**src/voice_call_cfg.svh**
```systemverilog
//
// Purpose: Constants for the telephone voice call controller
// Assumes: 40 MHz system clock, one second timebase
// Notes: Interval times in seconds, clock times in ns; cycle counts derived below
//
// Contract
// RQ1 - Sections zero to three are system prompts; preset message is never below four.
// RQ2 - Section zero plays only on an incoming call to this module.
// RQ3 - Section one plays only after a correct password.
// RQ4 - Section two plays whenever a password fails; the code plays it only on the first two failures, since the third hangs up.
// RQ5 - Section three plays on every call this device placed.
// RQ6 - Incoming call: answer, play section zero, wait for password.
// RQ7 - Incoming wrong password: play section two, then repeat section zero.
// RQ8 - Outgoing alarm call plays preset message with section three.
// RQ9 - Outgoing correct password: section one, then preset repeats, control enabled.
// RQ10 - Outgoing wrong password: section two, then repeat section three and preset.
// RQ11 - Outgoing call unanswered or no password in 40 s: abort, stop playback.
// RQ12 - After such an abort, redial every 20 s.
// RQ13 - Star precedes a password; star stops current playback at once; the code ignores star while section one or two plays.
// RQ14 - Caller keys four digits within nine seconds after playback stops.
// RQ15 - Digits late: replay prompt, demand a new star.
// RQ16 - Two wrong passwords tolerated; third wrong hangs up and stops playback.
// RQ17 - After that hang-up, keep calling every 20 s while alarm persists.
// RQ18 - Alarm voice repeats every 20 s until user program stops it.
// RQ19 - Two pound keys end the session; line released.
// RQ20 - Call ends after 30 s without caller activity.
// RQ21 - Reset: idle, line released, no playback, counters and timers cleared.
//
`ifndef VOICE_CALL_CFG_SVH
`define VOICE_CALL_CFG_SVH

// ------------------------------------------------------------
// Clock and timebase
// ------------------------------------------------------------
`define CLK_PERIOD_NS 25
`define ONE_SEC_NS 1000000000
`define TICK_CYC (`ONE_SEC_NS / `CLK_PERIOD_NS)

// ------------------------------------------------------------
// Interval timers, in seconds
// ------------------------------------------------------------
`define NOPASS_S 6'h28
`define REDIAL_S 6'h14
`define DIGIT_S 6'h09
`define INACT_S 6'h1E

// ------------------------------------------------------------
// Voice sections
// ------------------------------------------------------------
`define SEC_STATUS 7'h00
`define SEC_PASS_OK 7'h01
`define SEC_PASS_BAD 7'h02
`define SEC_ALARM 7'h03
`define SEC_USER_MIN 7'h04

// ------------------------------------------------------------
// Keypad
// ------------------------------------------------------------
`define KEY_STAR 4'hA
`define KEY_POUND 4'hB
`define LAST_DIGIT 3'h3
`define WRONG_LIMIT 2'h2

`endif

```
**src/voice_call_pkg.sv**
```systemverilog
//
// Purpose: Types for the telephone voice call controller
// Assumes: Nothing beyond SystemVerilog
// Notes: States are one-hot
//
package voice_call_pkg;

  typedef enum logic [6:0] {
    S_IDLE   = 7'h01,
    S_DIAL   = 7'h02,
    S_PROMPT = 7'h04,
    S_DIGITS = 7'h08,
    S_ACK    = 7'h10,
    S_NAK    = 7'h20,
    S_CTRL   = 7'h40
  } state_t;

  typedef logic [6:0] section_t;
  typedef logic [3:0] key_t;
  typedef logic [5:0] secs_t;

endpackage

```
**src/voice_call_ctrl.sv**
```systemverilog
//
// Purpose: Call sequencer: answer, alarm dial, password check, prompts
// Assumes: Keypad and line events are synchronous one-cycle pulses
// Notes: Timers count whole seconds of a shared prescaler
//
`timescale 1ns/1ps
`include "voice_call_cfg.svh"

module voice_call_ctrl
#(
  parameter int TICK_CYCLES = `TICK_CYC
)
(
  input wire logic I_CLK,
  input wire logic I_RST,
  input wire logic I_RING,
  input wire logic I_ANSWERED,
  input wire logic I_KEY_VALID,
  input wire voice_call_pkg::key_t I_KEY_CODE,
  input wire logic [15:0] I_PASSWORD,
  input wire voice_call_pkg::section_t I_PRESET_SEC,
  input wire logic I_ALARM,
  input wire logic I_ALARM_STOP,
  input wire logic I_PLAY_DONE,
  output logic O_OFF_HOOK,
  output logic O_DIAL,
  output logic O_PLAY,
  output voice_call_pkg::section_t O_SECTION,
  output logic O_CTRL_EN
);
  import voice_call_pkg::*;

  localparam int PW = $clog2(TICK_CYCLES);

  state_t state_reg, state_next;
  logic hook_reg, hook_next;
  logic dial_reg, dial_next;
  logic play_reg, play_next;
  section_t sec_reg, sec_next;
  logic out_reg, out_next;
  logic alt_reg, alt_next;
  logic pound_reg, pound_next;
  logic pass_ok_reg, pass_ok_next;
  logic [2:0] dig_reg, dig_next;
  logic [15:0] shift_reg, shift_next;
  logic [1:0] wrong_reg, wrong_next;
  secs_t win_reg, win_next;
  secs_t inact_reg, inact_next;
  secs_t retry_reg, retry_next;
  logic [PW-1:0] pre_reg;

  // ------------------------------------------------------------
  // Decode
  // ------------------------------------------------------------
  wire tick = (pre_reg == PW'(TICK_CYCLES - 1));
  wire win_exp = tick && (win_reg == 6'h01);
  wire inact_exp = tick && (inact_reg == 6'h01);
  wire is_star = I_KEY_VALID && (I_KEY_CODE == `KEY_STAR);
  wire is_pound = I_KEY_VALID && (I_KEY_CODE == `KEY_POUND);
  wire is_digit = I_KEY_VALID && (I_KEY_CODE < 4'hA);
  wire [15:0] entered = {shift_reg[11:0], I_KEY_CODE};
  wire last_digit = is_digit && (dig_reg == `LAST_DIGIT);
  wire pass_good = last_digit && (entered == I_PASSWORD);
  wire pass_bad = last_digit && (entered != I_PASSWORD);
  wire alarm_on = I_ALARM && !I_ALARM_STOP;
  wire connected = !(state_reg inside {S_IDLE, S_DIAL});
  // Low preset would replay a system prompt, so it is lifted
  wire [6:0] preset = (I_PRESET_SEC < `SEC_USER_MIN) ? `SEC_USER_MIN : I_PRESET_SEC; // RQ1
  wire [6:0] prompt_sec = out_reg ? `SEC_ALARM : `SEC_STATUS;

  function automatic secs_t count_down(input secs_t t, input logic tk);
    count_down = (tk && t != 6'h00) ? t - 6'h01 : t;
  endfunction

  // ------------------------------------------------------------
  // Next state
  // ------------------------------------------------------------
  always_comb
  begin
    state_next = state_reg;
    hook_next = hook_reg;
    dial_next = 1'b0;
    play_next = play_reg;
    sec_next = sec_reg;
    out_next = out_reg;
    alt_next = alt_reg;
    pound_next = pound_reg;
    pass_ok_next = pass_ok_reg;
    dig_next = dig_reg;
    shift_next = shift_reg;
    wrong_next = wrong_reg;
    win_next = count_down(win_reg, tick);
    inact_next = count_down(inact_reg, tick);
    retry_next = count_down(retry_reg, tick);
    if (I_KEY_VALID)
    begin
      inact_next = `INACT_S;
      pound_next = is_pound;
    end
    unique case (state_reg)
      S_IDLE:
      begin
        if (I_RING)
        begin
          hook_next = 1'b1; // RQ6
          out_next = 1'b0;
          play_next = 1'b1;
          sec_next = `SEC_STATUS; // RQ2
          inact_next = `INACT_S;
          state_next = S_PROMPT;
        end
        else if (alarm_on && retry_reg == 6'h00)
        begin
          // Alarm voice with each call attempt, every redial interval
          dial_next = 1'b1; // RQ17
          // Outgoing from the dial on, so the no-answer abort can fire
          out_next = 1'b1;
          play_next = 1'b1; // RQ18
          sec_next = preset;
          win_next = `NOPASS_S;
          state_next = S_DIAL;
        end
      end
      S_DIAL:
      begin
        if (I_ANSWERED)
        begin
          hook_next = 1'b1;
          out_next = 1'b1;
          alt_next = 1'b0;
          play_next = 1'b1;
          sec_next = `SEC_ALARM; // RQ5 RQ8
          win_next = `NOPASS_S;
          inact_next = `INACT_S;
          state_next = S_PROMPT;
        end
      end
      S_PROMPT:
      begin
        if (is_star)
        begin
          play_next = 1'b0; // RQ13
          dig_next = 3'h0;
          win_next = `DIGIT_S; // RQ14
          state_next = S_DIGITS;
        end
        else if (I_PLAY_DONE)
        begin
          // Outgoing prompt alternates alarm section and preset
          alt_next = out_reg && !alt_reg;
          sec_next = (out_reg && !alt_reg) ? preset : prompt_sec; // RQ7 RQ10
          play_next = 1'b1;
        end
      end
      S_DIGITS:
      begin
        if (is_star)
        begin
          dig_next = 3'h0;
          win_next = `DIGIT_S;
        end
        else if (pass_good)
        begin
          pass_ok_next = 1'b1;
          play_next = 1'b1;
          sec_next = `SEC_PASS_OK; // RQ3
          state_next = S_ACK;
        end
        else if (pass_bad)
        begin
          wrong_next = wrong_reg + 2'h1;
          play_next = 1'b1;
          sec_next = `SEC_PASS_BAD; // RQ4
          state_next = S_NAK;
        end
        else if (is_digit)
        begin
          shift_next = entered;
          dig_next = dig_reg + 3'h1;
        end
        else if (win_exp)
        begin
          // Late digits: start over, a fresh star is needed
          alt_next = 1'b0;
          play_next = 1'b1;
          sec_next = prompt_sec; // RQ15
          win_next = out_reg ? `NOPASS_S : 6'h00;
          state_next = S_PROMPT;
        end
      end
      S_NAK:
      begin
        if (I_PLAY_DONE)
        begin
          alt_next = 1'b0;
          sec_next = prompt_sec; // RQ7 RQ10
          win_next = out_reg ? `NOPASS_S : 6'h00;
          state_next = S_PROMPT;
        end
      end
      S_ACK:
      begin
        if (I_PLAY_DONE)
        begin
          play_next = out_reg; // RQ9
          sec_next = preset;
          state_next = S_CTRL;
        end
      end
      S_CTRL:
      begin
        if (is_star)
          play_next = 1'b0; // RQ13
        else if (I_PLAY_DONE && out_reg)
          play_next = 1'b1; // RQ9
      end
      default:
        state_next = S_IDLE;
    endcase
    // Session enders override the per-state work
    // A key on the expiry edge counts as activity, not as silence
    if ((connected && ((inact_exp && !I_KEY_VALID) || (is_pound && pound_reg))) // RQ19 RQ20
        || (state_reg == S_DIGITS && pass_bad && wrong_reg == `WRONG_LIMIT) // RQ16
        || (state_reg inside {S_DIAL, S_PROMPT} && out_reg && win_exp
            && !I_ANSWERED && !is_star)) // RQ11
    begin
      state_next = S_IDLE;
      hook_next = 1'b0;
      play_next = 1'b0;
      pass_ok_next = 1'b0;
      wrong_next = 2'h0;
      pound_next = 1'b0;
      win_next = 6'h00;
      retry_next = `REDIAL_S; // RQ12 RQ17
    end
  end

  // ------------------------------------------------------------
  // Registers
  // ------------------------------------------------------------
  always_ff @(posedge I_CLK)
  begin
    if (I_RST)
    begin
      state_reg <= S_IDLE; // RQ21
      hook_reg <= 1'b0;
      dial_reg <= 1'b0;
      play_reg <= 1'b0;
      sec_reg <= `SEC_STATUS;
      out_reg <= 1'b0;
      alt_reg <= 1'b0;
      pound_reg <= 1'b0;
      pass_ok_reg <= 1'b0;
      dig_reg <= 3'h0;
      shift_reg <= 16'h0000;
      wrong_reg <= 2'h0;
      win_reg <= 6'h00;
      inact_reg <= 6'h00;
      retry_reg <= 6'h00;
      pre_reg <= '0;
    end
    else
    begin
      state_reg <= state_next;
      hook_reg <= hook_next;
      dial_reg <= dial_next;
      play_reg <= play_next;
      sec_reg <= sec_next;
      out_reg <= out_next;
      alt_reg <= alt_next;
      pound_reg <= pound_next;
      pass_ok_reg <= pass_ok_next;
      dig_reg <= dig_next;
      shift_reg <= shift_next;
      wrong_reg <= wrong_next;
      win_reg <= win_next;
      inact_reg <= inact_next;
      retry_reg <= retry_next;
      pre_reg <= tick ? '0 : pre_reg + 1'b1;
    end
  end

  assign O_OFF_HOOK = hook_reg;
  assign O_DIAL = dial_reg;
  assign O_PLAY = play_reg;
  assign O_SECTION = sec_reg;
  assign O_CTRL_EN = state_reg[6];

  // ------------------------------------------------------------
  // Checks
  // ------------------------------------------------------------
  chk_sec1_needs_pass: assert property (@(posedge I_CLK) disable iff (I_RST) // RQ3
    O_PLAY && O_SECTION == `SEC_PASS_OK |-> pass_ok_reg)
    else $error("section one played without a good password");

  chk_sec0_incoming: assert property (@(posedge I_CLK) disable iff (I_RST) // RQ2
    O_PLAY && O_SECTION == `SEC_STATUS |-> O_OFF_HOOK && !out_reg)
    else $error("status prompt outside an incoming call");

  chk_star_stops: assert property (@(posedge I_CLK) disable iff (I_RST) // RQ13
    state_reg == S_PROMPT && is_star |=> !O_PLAY && state_reg == S_DIGITS)
    else $error("star did not stop playback");

  chk_wrong_plays_two: assert property (@(posedge I_CLK) disable iff (I_RST) // RQ4
    state_reg == S_DIGITS && pass_bad && wrong_reg < `WRONG_LIMIT
    |=> O_PLAY && O_SECTION == `SEC_PASS_BAD)
    else $error("wrong password did not play section two");

  chk_third_wrong: assert property (@(posedge I_CLK) disable iff (I_RST) // RQ16
    state_reg == S_DIGITS && pass_bad && wrong_reg == `WRONG_LIMIT
    |=> !O_OFF_HOOK && !O_PLAY && retry_reg == `REDIAL_S)
    else $error("third wrong password did not hang up");

  chk_pound_twice: assert property (@(posedge I_CLK) disable iff (I_RST) // RQ19
    connected && is_pound && pound_reg |=> !O_OFF_HOOK && state_reg == S_IDLE)
    else $error("double pound did not release the line");

  chk_dial_abort: assert property (@(posedge I_CLK) disable iff (I_RST) // RQ11
    state_reg == S_DIAL && win_exp && !I_ANSWERED |=> state_reg == S_IDLE && !O_PLAY)
    else $error("unanswered call not aborted");

  chk_redial_wait: assert property (@(posedge I_CLK) disable iff (I_RST) // RQ12
    $fell(O_OFF_HOOK) || (state_reg == S_IDLE && $past(state_reg) == S_DIAL)
    |-> retry_reg == `REDIAL_S && !O_DIAL)
    else $error("redial interval not started");

  chk_preset_user: assert property (@(posedge I_CLK) disable iff (I_RST) // RQ1
    O_PLAY && state_reg == S_CTRL |-> O_SECTION >= `SEC_USER_MIN)
    else $error("preset played from a system section");

  chk_reset_idle: assert property (@(posedge I_CLK) disable iff (I_RST) // RQ21
    $past(I_RST) |-> state_reg == S_IDLE && !O_OFF_HOOK && !O_PLAY && retry_reg == 6'h00)
    else $error("reset did not leave the block idle");

endmodule

```
**config.mk**
```make
export PLATFORM = sky130hd
export DESIGN_NAME = voice_call_ctrl
export DESIGN_NICKNAME = d
export VERILOG_FILES = /design/src/voice_call_pkg.sv /design/src/voice_call_ctrl.sv
export VERILOG_INCLUDE_DIRS = /design/src
export SDC_FILE = /design/constraint.sdc
export NUM_CORES = 1
export LEC_CHECK = 0
export BUFFER_PORTS_ARGS = -buffer_cell sky130_fd_sc_hd__buf_2
export CAP_MARGIN = 20
export CORE_UTILIZATION = 55
export CTS_CLUSTER_SIZE = 30
export DETAILED_ROUTE_END_ITERATION = 12
export PLACE_DENSITY = 0.75
export SETUP_SLACK_MARGIN = 0.5
export SLEW_MARGIN = 20
export SYNTH_ARGS = -nofsm -noshare
export SYNTH_HDL_FRONTEND = slang
export SYNTH_SLANG_ARGS = --single-unit
```
**constraint.sdc**
```tcl
create_clock -name I_CLK -period 2.7 [get_ports I_CLK]
set_clock_uncertainty 0.15 [all_clocks]
set_input_delay 0.54 -clock I_CLK [delete_from_list [all_inputs] [get_ports I_CLK]]
set_output_delay 0.54 -clock I_CLK [all_outputs]
set_load 0.005 [all_outputs]
```
* After elaboration in Yosys (flattened, before gate mapping)
Cells that the tools add are included.
** Storage, ports and cells
- Register bits :: 81
- Latch bits :: 0
- Bits in writable memories :: 0
- Memory bits (read-only) :: 0
- Input bits :: 35
- Output and inout port bits :: 11
- Logic and storage cells :: 204
- Memories kept :: 0
** Operators by class
- Add/sub/neg operators :: 6
- $mul :: 0
- Div/mod/pow operators :: 0
- $lt $le $gt $ge :: 2
- Equality and inequality tests :: 36
- Shifts and indexed selects :: 0
- Muxes and demuxes :: 83
- Bitwise logic cells :: 5
- Reductions and logical operators :: 56
** Operators by type and width (number)
- 7-bit 2-to-1 mux :: 25
- 6-bit 2-to-1 mux :: 16
- 7-bit one-hot mux with 7 select lines :: 1
- 7-bit one-hot mux with 6 select lines :: 1
- 6-bit one-hot mux with 5 select lines :: 1
- 6-bit nonzero test :: 5
- 26-bit by 1-bit adder with 26-bit output (second input constant) :: 1
- 26-bit == test (second input constant) :: 1
- 1-bit 2-to-1 mux :: 25
- 1-bit logical AND :: 24
- 2-bit inequality test (second input constant) :: 12
- 10-bit AND reduction :: 2
- 9-bit AND reduction :: 2
- 6-bit by 1-bit subtractor with 6-bit output (second input constant) :: 3
- 16-bit == test :: 1
- 16-bit inequality test :: 1
- 3-bit 2-to-1 mux :: 5
- 3-bit inequality test (second input constant) :: 5
- 6-bit by 1-bit == test with 1-bit output (second input constant) :: 2
- 6-bit one-hot mux with 2 select lines :: 1
- 5-bit 2-to-1 mux :: 2
- 5-bit AND reduction :: 2
- 4-bit == test (second input constant) :: 2
- 4-bit inequality test (second input constant) :: 2
- 29 further kinds :: 46

* Depth between registers and ports, before layout
- Depth in word-level cells :: 9
- Depth in mapped cells :: 9
- Mapped depth without buffers :: 8

* Least setup slack after synthesis
OpenSTA, ideal clock, no wires.
- Kind :: reg2reg
- Start point :: register state_reg[5]
- End point :: register state_reg[2]
- Setup time :: 0.127 ns
- Data arrival time :: 2.097 ns
- Required time :: 2.423 ns
- Setup slack :: 0.326 ns
- Cell stages (with the launch flop) :: 9
- Path buffers :: 2
- Period minus slack after synthesis :: 2.374 ns
- Cell sequence :: dfxtp_1 -> or4_4 -> or3_1 -> clkbuf_1 -> a21o_1 -> o211a_1 -> buf_2 -> o311ai_0 -> a21oi_1
** Between the ends
- Word-level cells in the longest chain between the ends :: 8
- Elaborated cells between the ends (all ways) :: 31
- Classes of those cells :: eq/ne: 15; mux: 1; bitwise: 1; reduce/logical: 14
** RTL lines
- start, declared :: RTL line voice_call_ctrl.sv:35 : state_t state_reg, state_next;
- start signal, assigned :: RTL line voice_call_ctrl.sv:264 : state_reg <= state_next;
- 7-bit by 2-bit == test with 1-bit output / 7-bit by 3-bit == test with 1-bit output (equally long branches) :: RTL line voice_call_ctrl.sv:66, voice_call_ctrl.sv:100, voice_call_ctrl.sv:224
- 2-bit nonzero test :: RTL line voice_call_ctrl.sv:224 : || (state_reg inside {S_DIAL, S_PROMPT} && out_reg && win_exp
- 1-bit logical AND (2 in series) :: RTL line voice_call_ctrl.sv:224
- 1-bit logical AND (2 in series) :: RTL line voice_call_ctrl.sv:225 : && !I_ANSWERED && !is_star))
- 1-bit logical OR :: RTL line voice_call_ctrl.sv:222 : if ((connected && ((inact_exp && !I_KEY_VALID) || (is_pound && pound_reg)))
- 2-bit OR reduction (no source line)
Several ways; a longest one is shown, not always the timed one.
A chain may end at the register's enable or synchronous reset.

* Worst setup path in the final report
- Start point :: register state_reg[6]
- End point :: register alt_reg
** Between the ends
- Word-level cells in the longest chain between the ends :: 3
- Elaborated cells between the ends (all ways) :: 16
- Classes of those cells :: eq/ne: 13; mux: 1; reduce/logical: 2
** RTL lines
- 7-bit by 4-bit == test with 1-bit output (tied with other cells) :: RTL line voice_call_ctrl.sv:100 : unique case (state_reg)
- 4-bit nonzero test (no source line) / 2-bit inequality test (equally long branches)
- 10-bit AND reduction (no source line)
- end signal, assigned :: RTL line voice_call_ctrl.sv:270 : alt_reg <= alt_next;
- end, declared :: RTL line voice_call_ctrl.sv:41 : logic alt_reg, alt_next;
Several ways; a longest one is shown, not always the timed one.

==> results.py <==
metrics = {
    "status": {
        "outcome": "completed",
    },
    "synth": {
        "synth.distinct_cells": 64,
        "synthSimpleGateAreaFrac_pct": 30.1,
        "synthCells": 533,
        "synth-edff-count": 0,
        "ys_ff_latch": 81,
        "synthArstFlopShare_pct": 0,
        "netlist.area_leader.share_pct": 36.9,
        "yosys.area.top_type": "dfxtp_1",
        "synth_fa_ha_area_share_pct": 3.13,
        "synth_compound_area_share_pct": 14.4,
        "syn_area_per_cell_sq_um": 8.24,
        "synth_area_leaders": "dfxtp_1 37%, xor2_1 8.4%, a21oi_1 5.5%",
        "yosys_warnings": 0,
        "yosys.area_share.xor_xnor_pct": 10.6,
        "syn_nets": 579,
        "synth_ff_type": "dfxtp_1",
        "synth_mux_area_share_pct": 0.968,
        "synth_top_family_by_area": "simple AND/OR/NAND/NOR gates",
        "netlist_area_sq_um": 4390,
        "yosysSeqAreaShare_pct": 36.9,
    },
    "drt": {
        "drt_pre_antenna_iters": 6,
        "vias": 4314,
        "drc": 0,
        "wl_per_cell_um": 16.0,
        "final_antenna_net_count": 0,
        "routed_via_density": 6.00,
        "wl_mm": 11.5,
        "drtIter0Drc": 435,
    },
    "power": {
        "leakagePower_nw": 2.13,
        "power_density_nw_per_um2": 471,
        "total_power_mw": 2.61,
        "irDropWorstVdd_mv": 0.335,
    },
    "sta": {
        "fin_ws_ns": 0.230,
        "maxSlewHeadroom_pct": 55.5,
        "timing.setup.tns_ns": 0,
        "whs_ns": 0.306,
        "hold_viol": 0,
        "rsz0062_at_grt": "yes",
        "setup_viol": 0,
        "fin_crit_sh_pct": 91.5,
        "finalMaxSlewViolations": 0,
        "fmaxAchievable_mhz": 405,
        "min_period_ns": 2.47,
        "tightestPinTransition_ns": 0.662,
    },
    "floorplanning": {
        "rows": 32,
        "die_w_um": 91.4,
        "die_h_um": 91.4,
        "core_sq_um": 7730,
        "ioPinCount": 46,
        "initial_utilization_pct": 56.9,
        "die-area_sq_um": 8350,
    },
    "global_routing": {
        "grt_pass1_wl_mm": 19.2,
        "grt_max_degree": 26,
        "grt_pass1_vias": 4206,
        "antenna_found_initial": 0,
        "gr-total-overflow": 0,
        "grtUsageTotal_pct": 28.7,
    },
    "place": {
        "place_area_sq_um": 4900,
        "post-place-ws_ns": 0.0157,
        "placed_cells": 682,
        "gp_congestion": 0.907,
        "numPortBuffers": 45,
        "dp_hpwl_mm": 8.06,
    },
    "run": {
        "maxCapViolCount": 0,
    },
    "cells_and_area": {
        "final_nets": 658,
        "n_fill_cell": 580,
        "post-route-util_pct": 71.7,
        "regArea_sq_um": 1660,
        "num_antenna_cells": 0,
        "multi_input_area_sq_um": 2870,
        "largest_reg_flops": 26,
        "final_common_cell": "dfxtp_1",
        "final_cell_mix": "64 x dfxtp_1, 61 x nor2_1, 50 x nand2_1, 45 x buf_2, 44 x a21oi_1",
        "finalInstanceArea_sq_um": 5540,
        "layout-drive-gt1-share_pct": 30.0,
        "syn2layout_area_growth_pct": 26.2,
        "finalNonFillerCells": 719,
    },
    "setup_path": {
        "startpoint": "state_reg[6]$_SDFFE_PP0P_",
        "cp-end-kind": "flip-flop",
        "max_stage_delay_ns": 0.59,
        "critPathKind": "flip-flop to flip-flop",
        "slowest_stage": "or4_4",
        "reg2reg_depth": 7,
        "crit_arrival_ns": 2.61,
        "r2r-end": "alt_reg$_SDFFE_PP0P_",
        "cp_max_fo": 5,
        "r2r-start": "state_reg[6]$_SDFFE_PP0P_",
        "cp_data_required_time_ns": 2.84,
        "path_cells": "or4_4 -> buf_6 -> nor3_4 -> nor3_2 -> or3_4 -> or4_4 -> a21oi_2",
        "cp_num_buf_inv": 1,
        "start_kind": "flip-flop",
        "critPathTopFamily": "simple AND/OR/NAND/NOR gates",
        "cp_common_cell": "or4_4",
        "r2r_slack_ns": 0.23,
    },
    "clocking": {
        "htree_levels": 3,
        "cts_root_buffer": "clkbuf_8",
        "clkTransAtPathRegs_ns": 0.09,
        "cts.path.max_buffers": 2,
        "clock_sinks": 81,
        "cts_made_buffers": 9,
        "cts_hold_buf": 0,
        "cts_tree": "built",
        "clk_latency_ns": 0.36,
    },
    "min_path": {
        "hp-start": "I_KEY_CODE[2]",
        "hold_depth": 3,
        "min_to": "shift_reg[2]$_SDFFE_PP0P_",
        "min_path_type": "input port to flip-flop",
    },
}
area by class of cell:
cell class                      instances  area share, %
Clock inverter                          6           1.22
Clock buffer                           10           2.30
Tap cell                              102           2.30
Sequential cell                        81           29.9
Inverter                               16           1.08
Multi-Input combinational cell        412           51.8
Timing Repair Buffer                   92           11.4
layer usage:
layer / vias to the layer above / global-route usage [%] / routed length, um
met3: 37 / 4.10 / 736
met1: 2034 / 34.2 / 4650
met5: - / 0 / 0
met2: 192 / 50.0 / 5810
li1: 2051 / - / -
met4: 0 / 14.2 / 346
cells in the mapped netlist, types with 3 or more instances:
cell type / count
ha_1: 11
nor3b_1: 3
nand4b_1: 4
dfxtp_1: 81
nor4_1: 11
and2_1: 4
o311ai_0: 3
nand3b_1: 4
a31oi_1: 5
or4_1: 4
nor2_1: 64
nor2b_1: 3
a211oi_1: 5
o21ai_0: 13
a21oi_1: 48
clkbuf_1: 16
nand4_1: 18
nor3_1: 15
a21o_1: 3
buf_2: 4
nand3_1: 23
inv_1: 16
and4_1: 3
and3_1: 6
nand2b_1: 7
or3_1: 6
or2_2: 4
xor2_1: 42
xnor2_1: 11
nand2_1: 51
cell families after synthesis:
| kind of cell | count (synthesis) |
|---|---|
| mux | 4 |
| compound gates | 99 |
| xor+xnor | 53 |
| simple gates | 245 |
| buf+inv | 40 |
| fa+ha+maj | 11 |
| flops | 81 |
worst max path at each step:
stage / end / slack [ns] / depth (start not counted)
floorplan: win_reg[1]$_SDFF_PP0_ / 0.41 / 8
global placement: state_reg[2]$_SDFFE_PP0P_ / 0.05 / 7
detailed placement: state_reg[2]$_SDFFE_PP0P_ / 0.02 / 7
CTS: alt_reg$_SDFFE_PP0P_ / 0.26 / 6
global route: alt_reg$_SDFFE_PP0P_ / 0.16 / 7
finish: alt_reg$_SDFFE_PP0P_ / 0.23 / 7
repair_timing:
item | 4_1_cts | 5_1_grt
buffers inserted | 16 | 4
setup endpoints to repair | 64 | 77
pin swaps | 25 | 11
gates resized for setup | 44 | 31
cloned | 0 | 1
power by group:
part           internal (mW)  total, mW  switching [mW]
Combinational          0.200      0.461           0.261
Sequential              1.23       1.27          0.0377
Clock                  0.431      0.882           0.452
Total                   1.86       2.61           0.750
worst min-delay path: stages:
cell and delay [ns]:
buf_2 0.13, nand2_1 0.06, a21oi_1 0.05
Power figures use the tool's default switching activity.
